$ cat src/inc/hb_prot_cfg.svh
// timing, field and address constants for the half-bridge protection supervisor
`ifndef HB_PROT_CFG_SVH
`define HB_PROT_CFG_SVH
// clock rate in MHz (40 MHz, 25 ns)
`define CLK_MHZ          40
// dead time choices in ns
`define DEAD_NS_0        120
`define DEAD_NS_1        240
`define DEAD_NS_2        480
`define DEAD_NS_3        960
`define DEAD_NS_FIXED    240
// least dead-time counts, rounded up
`define DEAD_CYC(ns)     ((((ns) * `CLK_MHZ) + 999) / 1000)
// watchdog fault pulse length in us, converted exactly to cycles
`define WDOG_PULSE_US    64
`define WDOG_PULSE_CYC   (`WDOG_PULSE_US * `CLK_MHZ)
// trip select code that disables the drain monitor
`define TRIP_DISABLED    3'h5
// register map (byte addresses), own choice except status at 0x00
`define ADDR_STATUS      12'h000
`define ADDR_CTRL        12'h004
`define ADDR_CFG         12'h008
// status field positions
`define ST_SUMMARY       7
`define ST_WDOG          6
`define ST_GATE          5
`define ST_OC            4
`define ST_SUPPLY        3
`define ST_PUMP          2
`define ST_OTEMP         1
`define ST_OTW           0
// control fields
`define CTRL_CLEAR       0
`define CTRL_WDOG_EN     1
// config fields
`define CFG_DEAD_LO      0
`define CFG_WDOG_LO      2
`endif

$ cat src/inc/hb_prot_pkg.sv
// types for the half-bridge protection supervisor
package hb_prot_pkg;
    // live fault conditions from analog comparators
    typedef struct packed {
        logic supply_lockout;
        logic pump_undervoltage;
        logic thermal_shutdown;
        logic overtemp_warn;
        logic sense_oc;
        logic drain_trip_hs;
        logic drain_trip_ls;
        logic high_gate_ok;
        logic low_gate_ok;
    } sense_t;
    // bridge drive commands
    typedef struct packed {
        logic high_on;
        logic low_on;
    } drive_t;
    // dead-time phases
    typedef enum logic [1:0] {ph_off, ph_dead, ph_high, ph_low} phase_t;
endpackage

$ cat src/verilog/hb_prot.sv
// half-bridge dead time, fault supervisor and watchdog with apb registers
//
// The implementer's own choices: the placing of the registers and register access over APB.
`timescale 1ns/10ps
`include "hb_prot_cfg.svh"

// Contract
// - selectable dead time 120/240/480/960 ns
// - fixed variant uses 240 ns dead time
// - hold node undriven until gate below threshold
// - deglitch the control inputs
// - overcurrent only after drain trip deglitch
// - six trip codes, top code disables monitor
// - supply undervoltage disables bridge and pump
// - supply lockout keeps configuration
// - logic lockout resets everything, fault low
// - pump undervoltage disables bridge, pump runs
// - overcurrent disables then retries after time
// - retry repeats, flag sticks until clear
// - sense overcurrent sets flag, fault low
// - gate not slewed in time is fault
// - overtemp disables all, resumes after cooling
// - auto recovery keeps flag until clear
// - watchdog off at reset, enabled by write
// - status read restarts watchdog timer
// - expiry pulses wdog fault 64 us
// - timeout halts bridge until clear
// - summary flag ors flags except warning
module hb_prot #(
    parameter int  CONFIGURABLE  = 1,
    parameter int  GLITCH_CYC    = 4,
    parameter int  OC_DEGLITCH   = 160,
    parameter int  RETRY_CYC     = 120000,
    parameter int  DRIVE_CYC     = 160,
    parameter int  WDOG_UNIT     = 400000,
    parameter int  PULSE_CYC     = `WDOG_PULSE_CYC
) (
    // clock and logic-lockout reset
    input  wire logic                 clk,
    input  wire logic                 rst_n,
    // apb slave
    input  wire logic                 psel,
    input  wire logic                 penable,
    input  wire logic                 pwrite,
    input  wire logic [11:0]          paddr,
    input  wire logic [31:0]          pwdata,
    output logic                      pready,
    output logic [31:0]               prdata,
    output logic                      pslverr,
    // pwm control inputs and sense comparators
    input  wire logic                 high_cmd,
    input  wire logic                 low_cmd,
    input  wire logic [2:0]           trip_threshold_select,
    input  wire hb_prot_pkg::sense_t  sense,
    // gate drive and status outputs
    output hb_prot_pkg::drive_t       drive,
    output logic [2:0]                trip_level,
    output logic                      pump_enable,
    output logic                      regulator_enable,
    output logic                      fault_out_n,
    output logic                      wdog_fault_out_n
);
    // ==========================================================
    // elaboration checks
    if (GLITCH_CYC < 1 || GLITCH_CYC > 256 || OC_DEGLITCH < 1 || RETRY_CYC < 1 || DRIVE_CYC < 1
        || WDOG_UNIT < 1 || PULSE_CYC < 1) begin : g_bad_counts
        $error("hb_prot: counts out of range");
    end

    localparam logic [9:0] DEAD0 = 10'(`DEAD_CYC(`DEAD_NS_0));
    localparam logic [9:0] DEAD1 = 10'(`DEAD_CYC(`DEAD_NS_1));
    localparam logic [9:0] DEAD2 = 10'(`DEAD_CYC(`DEAD_NS_2));
    localparam logic [9:0] DEAD3 = 10'(`DEAD_CYC(`DEAD_NS_3));
    localparam logic [9:0] DEADF = 10'(`DEAD_CYC(`DEAD_NS_FIXED));

    // dead-time count for a select code
    function automatic logic [9:0] dead_of(input logic [1:0] s);
        unique case (s)
            2'h0: dead_of = DEAD0;
            2'h1: dead_of = DEAD1;
            2'h2: dead_of = DEAD2;
            2'h3: dead_of = DEAD3;
        endcase
    endfunction

    // ==========================================================
    // registers
    logic [1:0]  dead_sel_reg;        // dead time select
    logic [1:0]  wdog_interval_field; // watchdog interval
    logic        wdog_enable_bit;     // watchdog enable
    logic        wdog_timeout_flag;   // sticky flags
    logic        gate_fault_flag;
    logic        overcurrent_flag;
    logic        supply_uv_flag;
    logic        pump_uv_flag;
    logic        overtemp_flag;
    logic        overtemp_warning_flag;
    logic        summary;             // or of fault flags
    logic        acc;                 // apb access phase
    logic        fault_clear_bit;     // one-cycle clear pulse
    logic        status_read;         // status read taken

    assign acc             = psel && penable;
    assign fault_clear_bit = acc && pwrite && paddr == `ADDR_CTRL && pwdata[`CTRL_CLEAR];
    assign status_read     = acc && !pwrite && paddr == `ADDR_STATUS;
    assign summary         = wdog_timeout_flag | gate_fault_flag | overcurrent_flag | supply_uv_flag
                           | pump_uv_flag | overtemp_flag;

    // ==========================================================
    // input deglitch: a level must hold GLITCH_CYC cycles
    logic [1:0]  cmd_reg;
    logic [7:0]  glitch_cnt_reg;
    always_ff @(posedge clk) begin
        if (!rst_n) begin
            cmd_reg        <= 2'h0;
            glitch_cnt_reg <= 8'h00;
        end else if ({high_cmd, low_cmd} == cmd_reg) begin
            glitch_cnt_reg <= 8'h00;
        end else if (glitch_cnt_reg >= 8'(GLITCH_CYC - 1)) begin
            cmd_reg        <= {high_cmd, low_cmd};
            glitch_cnt_reg <= 8'h00;
        end else begin
            glitch_cnt_reg <= glitch_cnt_reg + 8'h01;
        end
    end

    // ==========================================================
    // fault responses
    logic oc_now, gate_now, retry_active_reg, bridge_block, pump_block, wdog_halt_reg;
    logic [$clog2(RETRY_CYC+1)-1:0] retry_cnt_reg;
    logic [$clog2(OC_DEGLITCH+1)-1:0] oc_cnt_reg;
    logic [$clog2(DRIVE_CYC+1)-1:0] drv_cnt_reg;
    logic monitor_on, drain_trip;

    assign monitor_on = trip_threshold_select < `TRIP_DISABLED;
    assign drain_trip = monitor_on && ((drive.high_on && sense.drain_trip_hs) || (drive.low_on && sense.drain_trip_ls));
    assign oc_now     = (drain_trip && oc_cnt_reg == ($bits(oc_cnt_reg))'(OC_DEGLITCH)) || sense.sense_oc;
    assign gate_now   = drv_cnt_reg == ($bits(drv_cnt_reg))'(DRIVE_CYC);
    assign bridge_block = sense.supply_lockout || sense.pump_undervoltage || sense.thermal_shutdown
                        || retry_active_reg || wdog_halt_reg;
    assign pump_block   = sense.supply_lockout || sense.thermal_shutdown;

    // drain trip must persist past the deglitch count
    always_ff @(posedge clk) begin
        if (!rst_n || !drain_trip)
            oc_cnt_reg <= '0;
        else if (oc_cnt_reg != ($bits(oc_cnt_reg))'(OC_DEGLITCH))
            oc_cnt_reg <= oc_cnt_reg + 1'b1;
    end

    // gate slew watch: gate must reach its level within the drive interval
    always_ff @(posedge clk) begin
        if (!rst_n || (drive.high_on ? sense.high_gate_ok : drive.low_on ? sense.low_gate_ok : 1'b1))
            drv_cnt_reg <= '0;
        else if (!gate_now)
            drv_cnt_reg <= drv_cnt_reg + 1'b1;
    end

    // retry timer: starts on an overcurrent or gate fault while idle; faults during a retry do not re-arm it
    always_ff @(posedge clk) begin
        if (!rst_n) begin
            retry_active_reg <= 1'b0;
            retry_cnt_reg    <= '0;
        end else if ((oc_now || gate_now) && !retry_active_reg) begin
            retry_active_reg <= 1'b1;
            retry_cnt_reg    <= '0;
        end else if (retry_active_reg) begin
            if (retry_cnt_reg == ($bits(retry_cnt_reg))'(RETRY_CYC - 1))
                retry_active_reg <= 1'b0;
            retry_cnt_reg <= retry_cnt_reg + 1'b1;
        end
    end

    // sticky flags: set wins over clear; clear only drops ended causes
    always_ff @(posedge clk) begin
        if (!rst_n) begin
            gate_fault_flag       <= 1'b0;
            overcurrent_flag      <= 1'b0;
            supply_uv_flag        <= 1'b0;
            pump_uv_flag          <= 1'b0;
            overtemp_flag         <= 1'b0;
            overtemp_warning_flag <= 1'b0;
        end else begin
            gate_fault_flag       <= gate_now || (gate_fault_flag && !fault_clear_bit);
            overcurrent_flag      <= oc_now || (overcurrent_flag && !fault_clear_bit);
            supply_uv_flag        <= sense.supply_lockout || (supply_uv_flag && !fault_clear_bit);
            pump_uv_flag          <= sense.pump_undervoltage || (pump_uv_flag && !fault_clear_bit);
            overtemp_flag         <= sense.thermal_shutdown || (overtemp_flag && !fault_clear_bit);
            overtemp_warning_flag <= sense.overtemp_warn || (overtemp_warning_flag && !fault_clear_bit);
        end
    end

    // ==========================================================
    // watchdog
    logic [31:0] wdog_cnt_reg;
    logic [31:0] wdog_limit;
    logic [$clog2(PULSE_CYC+1)-1:0] pulse_cnt_reg;
    logic wdog_expire;
    assign wdog_limit  = 32'(WDOG_UNIT) << wdog_interval_field;
    assign wdog_expire = wdog_enable_bit && wdog_cnt_reg >= wdog_limit - 32'h1;

    // interval timer, restarted by each status read
    always_ff @(posedge clk) begin
        if (!rst_n || !wdog_enable_bit || status_read)
            wdog_cnt_reg <= 32'h0;
        else
            wdog_cnt_reg <= wdog_cnt_reg + 32'h1;
    end

    // timeout flag and halt hold until clear
    always_ff @(posedge clk) begin
        if (!rst_n) begin
            wdog_timeout_flag <= 1'b0;
            wdog_halt_reg     <= 1'b0;
        end else if (wdog_expire) begin
            wdog_timeout_flag <= 1'b1;
            wdog_halt_reg     <= 1'b1;
        end else if (fault_clear_bit) begin
            wdog_timeout_flag <= 1'b0;
            wdog_halt_reg     <= 1'b0;
        end
    end

    // low pulse on the watchdog fault pin
    always_ff @(posedge clk) begin
        if (!rst_n) begin
            pulse_cnt_reg    <= '0;
            wdog_fault_out_n <= 1'b1;
        end else if (wdog_expire) begin
            pulse_cnt_reg    <= ($bits(pulse_cnt_reg))'(PULSE_CYC - 1);
            wdog_fault_out_n <= 1'b0;
        end else if (pulse_cnt_reg != '0) begin
            pulse_cnt_reg    <= pulse_cnt_reg - 1'b1;
        end else begin
            wdog_fault_out_n <= 1'b1;
        end
    end

    // ==========================================================
    // configuration registers: kept through supply lockout
    always_ff @(posedge clk) begin
        if (!rst_n) begin
            dead_sel_reg        <= 2'h1;
            wdog_interval_field <= 2'h0;
            wdog_enable_bit     <= 1'b0;
        end else if (wdog_expire) begin
            wdog_enable_bit     <= 1'b0;
        end else if (acc && pwrite && paddr == `ADDR_CTRL) begin
            wdog_enable_bit     <= pwdata[`CTRL_WDOG_EN];
        end else if (acc && pwrite && paddr == `ADDR_CFG) begin
            dead_sel_reg        <= pwdata[`CFG_DEAD_LO +: 2];
            wdog_interval_field <= pwdata[`CFG_WDOG_LO +: 2];
        end
    end

    // apb answer: zero wait states, unmapped reads zero with error
    always_ff @(posedge clk) begin
        if (!rst_n) begin
            pready  <= 1'b0;
            prdata  <= 32'h0;
            pslverr <= 1'b0;
        end else begin
            pready  <= psel && !penable;
            pslverr <= psel && !penable && paddr != `ADDR_STATUS && paddr != `ADDR_CTRL && paddr != `ADDR_CFG;
            unique case (paddr)
                `ADDR_STATUS: prdata <= {24'h0, summary, wdog_timeout_flag, gate_fault_flag, overcurrent_flag,
                                         supply_uv_flag, pump_uv_flag, overtemp_flag, overtemp_warning_flag};
                `ADDR_CTRL:   prdata <= {30'h0, wdog_enable_bit, 1'b0};
                `ADDR_CFG:    prdata <= {28'h0, wdog_interval_field, dead_sel_reg};
                default:      prdata <= 32'h0;
            endcase
        end
    end

    // ==========================================================
    // dead-time sequencer
    hb_prot_pkg::phase_t phase_reg;
    logic [9:0] dead_cnt_reg;
    logic [9:0] dead_len;
    logic       gates_low;
    assign dead_len  = (CONFIGURABLE != 0) ? dead_of(dead_sel_reg) : DEADF;
    assign gates_low = !sense.high_gate_ok && !sense.low_gate_ok;

    // high and low never on together; dead gap between them
    always_ff @(posedge clk) begin
        if (!rst_n) begin
            phase_reg    <= hb_prot_pkg::ph_off;
            dead_cnt_reg <= 10'h0;
        end else if (bridge_block || cmd_reg == 2'h3 || cmd_reg == 2'h0) begin
            phase_reg    <= hb_prot_pkg::ph_dead;
            dead_cnt_reg <= 10'h0;
        end else begin
            unique case (phase_reg)
                hb_prot_pkg::ph_off, hb_prot_pkg::ph_dead: begin
                    if (dead_cnt_reg < dead_len - 10'h1)
                        dead_cnt_reg <= dead_cnt_reg + 10'h1;
                    else if (gates_low)
                        phase_reg <= cmd_reg[1] ? hb_prot_pkg::ph_high : hb_prot_pkg::ph_low;
                end
                hb_prot_pkg::ph_high: if (!cmd_reg[1]) begin
                    phase_reg    <= hb_prot_pkg::ph_dead;
                    dead_cnt_reg <= 10'h0;
                end
                hb_prot_pkg::ph_low: if (!cmd_reg[0]) begin
                    phase_reg    <= hb_prot_pkg::ph_dead;
                    dead_cnt_reg <= 10'h0;
                end
            endcase
        end
    end

    // registered pin outputs
    always_ff @(posedge clk) begin
        if (!rst_n) begin
            drive            <= '0;
            trip_level       <= 3'h0;
            pump_enable      <= 1'b0;
            regulator_enable <= 1'b0;
            fault_out_n      <= 1'b0;
        end else begin
            drive.high_on    <= phase_reg == hb_prot_pkg::ph_high && !bridge_block;
            drive.low_on     <= phase_reg == hb_prot_pkg::ph_low && !bridge_block;
            trip_level       <= trip_threshold_select;
            pump_enable      <= !pump_block;
            regulator_enable <= !sense.thermal_shutdown;
            fault_out_n      <= !(bridge_block || oc_now || gate_now);
        end
    end

    // ==========================================================
    // assertions
    a_no_overlap: assert property (@(posedge clk) disable iff (!rst_n)
        !(drive.high_on && drive.low_on)) else $error("both gates driven");
    a_supply_off: assert property (@(posedge clk) disable iff (!rst_n)
        sense.supply_lockout |=> !drive.high_on && !drive.low_on && !pump_enable && !fault_out_n) else $error("supply uv response");
    a_pump_uv: assert property (@(posedge clk) disable iff (!rst_n)
        sense.pump_undervoltage |=> !fault_out_n && pump_uv_flag) else $error("pump uv response");
    a_oc_sticky: assert property (@(posedge clk) disable iff (!rst_n)
        overcurrent_flag && !fault_clear_bit |=> overcurrent_flag) else $error("oc flag dropped");
    a_sense_oc: assert property (@(posedge clk) disable iff (!rst_n)
        sense.sense_oc |=> overcurrent_flag && !fault_out_n) else $error("sense oc missed");
    a_summary_or: assert property (@(posedge clk) disable iff (!rst_n)
        pready && paddr == `ADDR_STATUS |-> prdata[`ST_SUMMARY] == (|prdata[`ST_WDOG:`ST_OTEMP]))
        else $error("summary mismatch");
    a_wdog_expiry: assert property (@(posedge clk) disable iff (!rst_n)
        wdog_expire |=> !wdog_fault_out_n && !wdog_enable_bit && wdog_timeout_flag) else $error("expiry response");
    a_wdog_pulse: assert property (@(posedge clk) disable iff (!rst_n)
        $fell(wdog_fault_out_n) && !wdog_expire |=> !wdog_fault_out_n [*8]) else $error("wdog pulse short");
    a_wdog_halt: assert property (@(posedge clk) disable iff (!rst_n)
        wdog_halt_reg |=> !drive.high_on && !drive.low_on) else $error("halt leaks drive");
    a_read_restart: assert property (@(posedge clk) disable iff (!rst_n)
        status_read |=> wdog_cnt_reg == 32'h0) else $error("read no restart");
    a_otemp: assert property (@(posedge clk) disable iff (!rst_n)
        sense.thermal_shutdown |=> !regulator_enable && overtemp_flag) else $error("otemp response");
    c_oc_retry: cover property (@(posedge clk) disable iff (!rst_n) $fell(retry_active_reg));
    c_wdog_trip: cover property (@(posedge clk) disable iff (!rst_n) wdog_expire);
    c_high_on: cover property (@(posedge clk) disable iff (!rst_n) drive.high_on);
    c_clear: cover property (@(posedge clk) disable iff (!rst_n) fault_clear_bit && overcurrent_flag);
endmodule // hb_prot

$ cat config.mk
export PLATFORM = sky130hd
export DESIGN_NAME = hb_prot
export DESIGN_NICKNAME = d
export VERILOG_FILES = /design/src/inc/hb_prot_pkg.sv /design/src/verilog/hb_prot.sv
export VERILOG_INCLUDE_DIRS = /design/src /design/src/inc
export SDC_FILE = /design/constraint.sdc
export NUM_CORES = 1
export LEC_CHECK = 0
export BUFFER_PORTS_ARGS = -buffer_cell sky130_fd_sc_hd__buf_2
export CORE_MARGIN = 4
export CORE_UTILIZATION = 59
export CTS_BUF_LIST = sky130_fd_sc_hd__clkbuf_2
export CTS_CLUSTER_DIAMETER = 60
export DETAILED_ROUTE_END_ITERATION = 16
export HOLD_SLACK_MARGIN = 0.15
export PLACE_DENSITY = 0.92
export REMOVE_ABC_BUFFERS = 1
export SKIP_CTS_REPAIR_TIMING = 1
export SLEW_MARGIN = 40
export SYNTH_ARGS = -nofsm -noshare
export SYNTH_HDL_FRONTEND = slang
export SYNTH_SLANG_ARGS = --single-unit
$ cat constraint.sdc
create_clock -name clk -period 4 [get_ports clk]
set_input_delay 0.4 -clock clk [delete_from_list [all_inputs] [get_ports clk]]
set_output_delay 0.4 -clock clk [all_outputs]
set_load 0.1 [all_outputs]
After elaboration in Yosys (flattened, before gate mapping) --
Index checks and enable logic that the tools add are counted.
Storage, ports and cells: flip-flop bits (word level) 155, output and inout bits 43
Cells by class: add/sub/neg operators 9, $lt $le $gt $ge 4, eq/ne operators 26, shift operators 1, multiplexer cells 24, bitwise operators 9, reductions and logical operators 79
Operators by type and width (count):
- $pmux 10 s4 | 1
- $add 32x1->32 const B | 1
- $ge 32x32->1 | 1
- $shl 19x2->32 const A | 1
- $sub 32x1->32 const B | 1
- $mux 10 | 3
- $pmux 10 s3 | 1
- $logic_and 1x1->1 | 26
- $add 8x1->8 const B | 3
- $mux 12 | 2
- $pmux 8 s3 | 1
- $reduce_bool 12->1 | 2
- $logic_or 1x1->1 | 22
- $add 17x1->17 const B | 1
- $eq 17x17->1 const B | 1
- $eq 8x8->1 const B | 2
- $logic_not 1->1 | 13
- $eq 12x3->1 const B | 1
- $eq 12x4->1 const B | 1
- $logic_not 12->1 | 1
- $ne 12x3->1 const B | 1
- $ne 12x4->1 const B | 1
- $ne 2x2->1 const B | 6
- $ne 3x3->1 const B | 4
- 22 further kinds | 55

Logic depth before layout (Yosys ltp) --
word-level depth 8, gate-level depth with buffers 13, depth with buffers taken out 12

Least setup slack after synthesis --
OpenSTA, ideal clock, no wires.
path type register -> register, start point register wdog_interval_field[1], end point register pulse_cnt_reg[11], setup time 0.132 ns, arrival time 2.654 ns, setup slack 1.214 ns, stages on the path, launching flop included 14, path buffers 1, period minus slack after synthesis 2.786 ns, cells stage by stage dfxtp_1 inv_1 ha_1 inv_1 ha_1 a211oi_1 ha_1 a21oi_1 o21ai_0 a221oi_1 nor4_2 nor3b_1 buf_6 a21oi_1
Between the ends: cells in the longest elaborated chain, start to end 5
Ends and longest elaborated chain:
- start: declaration | line hb_prot.sv:89 | logic [1:0] wdog_interval_field;
- start signal: assignment | line hb_prot.sv:252 | wdog_interval_field <= pwdata[`CFG_WDOG_LO +: 2];
- $shl 19x2->32 (*) | line hb_prot.sv:199 | assign wdog_limit = 32'(WDOG_UNIT) << wdog_interval_field;
- $sub 32x1->32 (*) | line hb_prot.sv:200 | assign wdog_expire = wdog_enable_bit && wdog_cnt_reg >= wdog_limit - 32'h1;
- $ge 32x32->1 (*) | line hb_prot.sv:200
- $logic_and 1x1->1 (*) | line hb_prot.sv:200
- $mux 12 / $reduce_bool 2->1 (equally long branches)
- end signal: assignment | line hb_prot.sv:230 | pulse_cnt_reg <= ($bits(pulse_cnt_reg))'(PULSE_CYC - 1);
- end signal: assignment | line hb_prot.sv:233 | pulse_cnt_reg <= pulse_cnt_reg - 1'b1;
- end: declaration | line hb_prot.sv:197 | logic [$clog2(PULSE_CYC+1)-1:0] pulse_cnt_reg;
Mark *: on every way between the ends. The rest lies on a longest branch, timed or not. A chain may end at the register's enable or synchronous reset.

Worst setup path after layout --
start point register wdog_interval_field[1], end point register dead_sel_reg[1]
Between the ends: cells in the longest elaborated chain, start to end 6
Ends and longest elaborated chain:
- $shl 19x2->32 | line hb_prot.sv:199
- $sub 32x1->32 | line hb_prot.sv:200
- $ge 32x32->1 | line hb_prot.sv:200
- $logic_and 1x1->1 | line hb_prot.sv:200
- $not 1->1 (no line)
- $reduce_and 3->1 (no line)
- end signal: assignment | line hb_prot.sv:251 | dead_sel_reg <= pwdata[`CFG_DEAD_LO +: 2];
- end: declaration | line hb_prot.sv:88 | logic [1:0] dead_sel_reg;
No other way between the ends.

==> flow_summary.yaml <==
timing:
  setup_slack_ns: 0.269
  hold_ws_ns: 0.218
  max_slew_margin_pct: 44.4
  min_period_ns: 3.73
  fin_skew_ns: 0.0352
  worst_pin_slew_ns: 0.831
  rsz0062_at_grt: "no"
  setup_viol: 0
  setup_tns_ns: 0
  fin_crit_sh_pct: 93.3
  hold_viol_final: 0
  drv_slew: 0
  clock.fmax_ghz: 0.268
final_layout:
  nets: 954
  filler_cell_count: 808
  drive_above_1_share_pct: 12.0
  largest_reg_flops: 32
  final_common_cell: "dfxtp_1"
  final_cell_mix: "131 x dfxtp_1, 113 x nor2_1, 53 x buf_2"
  areaGrowthSynthToFinish_pct: 15.0
  fin_util_pct: 69.3
  layout.cells.non_filler: 992
  design_area_sq_mm: 0.00747
  diodes: 0
die:
  die_w_microns: 113
  start_util_pct: 60.2
  core-area_sq_mm: 0.0108
  die_h_microns: 113
  ios: 106
  rows: 38
  dieArea_sq_mm: 0.0128
clock_network:
  htreeDepth: 4
  clk_latency_ns: 0.75
  cts_tree: "built"
  clock-sinks: 131
  cts_root_buffer: "clkbuf_2"
  numCtsBuffers: 17
  clk_pin_slew_ns: 0.24
  clockBufferDepth: 2
pwr:
  combPwrFrac_pct: 17.5
  ir_worst_vdd_mv: 0.371
  p_leak_nw: 3.15
  fin_total_pwr_mw: 2.76
  p_seq_share_pct: 51.0
  power_density_mw_per_mm2: 369
  power.internal_mw: 1.80
  p_clk_share_pct: 31.5
  switching_share_pct: 34.7
  switchingPower_mw: 0.956
synth:
  seq_area_frac_synth_pct: 40.3
  yosysWarnings: 0
  yosys_register_bits: 131
  ys.flop_type: "dfxtp_1"
  syn_inst: 732
  async_reset_ff_share_pct: 0
  syn_area_sq_mm: 0.00650
  ys_types: 57
  synth_edf_count: 0
  syn_area_per_cell_sq_um: 8.88
global_routing:
  grt_pass1_wl_microns: 22000
  grt_pass1_vias: 4886
  antenna_found_initial: 0
  grt_max_degree: 33
  grt_overflow: 0
  grt_util_all_layers_pct: 21.1
worst_setup_path:
  worstSetupPathType: "reg -> reg"
  crit_start: "wdog_interval_field[1]"
  critPathMaxFanout: 8
  reg2reg_to: "dead_sel_reg[1]"
  crit_path_start_kind: "register"
  end_kind: "register"
  worstPathRequired_ns: 4.70
  r2r_slack_ns: 0.27
  arrival_ns: 4.43
  r2r_cells: 14
  cp-endpoint: "dead_sel_reg[1]"
  r2r_start: "wdog_interval_field[1]"
detailed_routing:
  routed_wl_microns: 14100
  drt-wirelength-per-cell_microns: 14.2
  drt_iter0_markers: 280
  via_per_inst: 5.38
  first_pass_iters: 8
  detail-route-antenna-nets: 0
  vias: 5340
  route.detailed.drc: 0
job:
  maxCapViolations: 0
placement:
  post-place-ws_ns: 1.06
  place_area_sq_mm: 0.00685
  io_buffers: 53
  gp_congestion: 0.846
  dp_hpwl_microns: 9380
  placedCellCount: 924
worst_hold_path:
  hp-class: "in -> reg"
  holdCritStartpoint: "paddr[8]"
outcome:
  outcome: "finished clean"
==> how the worst min path moves through the flow <==
stage,end,slack [ns],depth (start not counted)
after floorplan,glitch_cnt_reg[0],0.40,1
after global placement,glitch_cnt_reg[0],0.41,1
after detailed placement,glitch_cnt_reg[0],0.41,1
after CTS,pready,-0.19,2
after global routing,prdata[3],0.21,5
final,prdata[0],0.22,5
==> cell families (layout without fill, tap and decap cells) <==
| logic type | after synthesis | after routing | share of synthesized area (%) |
|---|---|---|---|
| AO/OA/AOI/OAI | 78 | 78 | 7.35 |
| XOR/XNOR | 70 | 70 | 9.43 |
| adder cells (fa/ha/maj) | 52 | 52 | 10.0 |
| buffers and inverters | 71 | 152 | 5.81 |
| flip-flops | 131 | 131 | 40.3 |
| multiplexers | 16 | 16 | 2.52 |
| other | 2 | 41 | 0.116 |
| AND/OR/NAND/NOR | 312 | 312 | 24.4 |
==> routing by layer <==
metal  track usage, %  wire [microns]  up-vias
met5                0               0        -
met4             8.17             274        0
met3             5.83             734       27
met2             34.9            7130      126
met1             26.3            5920     2502
li1                 -               -     2685
==> critical path: stages (launching register included) <==
cell	delay, ns
dfxtp_1	0.44
inv_1	0.15
ha_1	0.24
inv_1	0.07
ha_1	0.20
a211oi_1	0.28
ha_1	0.30
a21oi_1	0.17
o21ai_0	0.13
a221oi_1	0.35
nor4_2	0.11
nor4bb_1	0.28
buf_4	0.20
mux2i_1	0.20
dlygate4sd3_1	0.56
==> Yosys cell counts (all sizes together), types with 6 or more instances <==
library cell	n	area share (%)
o21ai	9	0.69
mux2i	13	2.0
dfxtp	131	40
nor3b	6	0.77
nor4	12	1.3
and3	19	1.8
nand2	48	2.8
clkbuf	12	0.71
nor3	14	1.2
a21oi	44	3.4
or4	6	0.69
inv	28	1.6
nand4	14	1.3
ha	52	10
and4	12	1.6
or3	7	0.67
xnor2	26	3.5
nor2	113	6.5
buf	31	3.5
xor2	44	5.9
nand2b	6	0.58
nand3	32	2.5
and2	10	0.96
==> cell type report <==
class | instances | area (sq um) | share of cell area [%]
clock buffers | 17 | 85.1 | 1.14
well taps | 140 | 175 | 2.34
multi-input cells | 569 | 3660 | 48.9
inverters | 28 | 105 | 1.41
flip-flops and latches | 131 | 2620 | 35.1
repair buffers | 92 | 648 | 8.67
clock inverters | 15 | 181 | 2.43
==> power by group through the flow <==
stage | Sequential [mW] | Clock, mW | Combinational [mW]
6_report | 1.40 | 0.869 | 0.483
5_1_grt | 1.41 | 0.938 | 0.536
2_1_floorplan | 1.44 | 0 | 0.352
3_5_place_dp | 1.43 | 0 | 0.453
3_3_place_gp | 1.43 | 0 | 0.439
4_1_cts | 1.40 | 0.880 | 0.458
(Power assumes the default switching activity.)
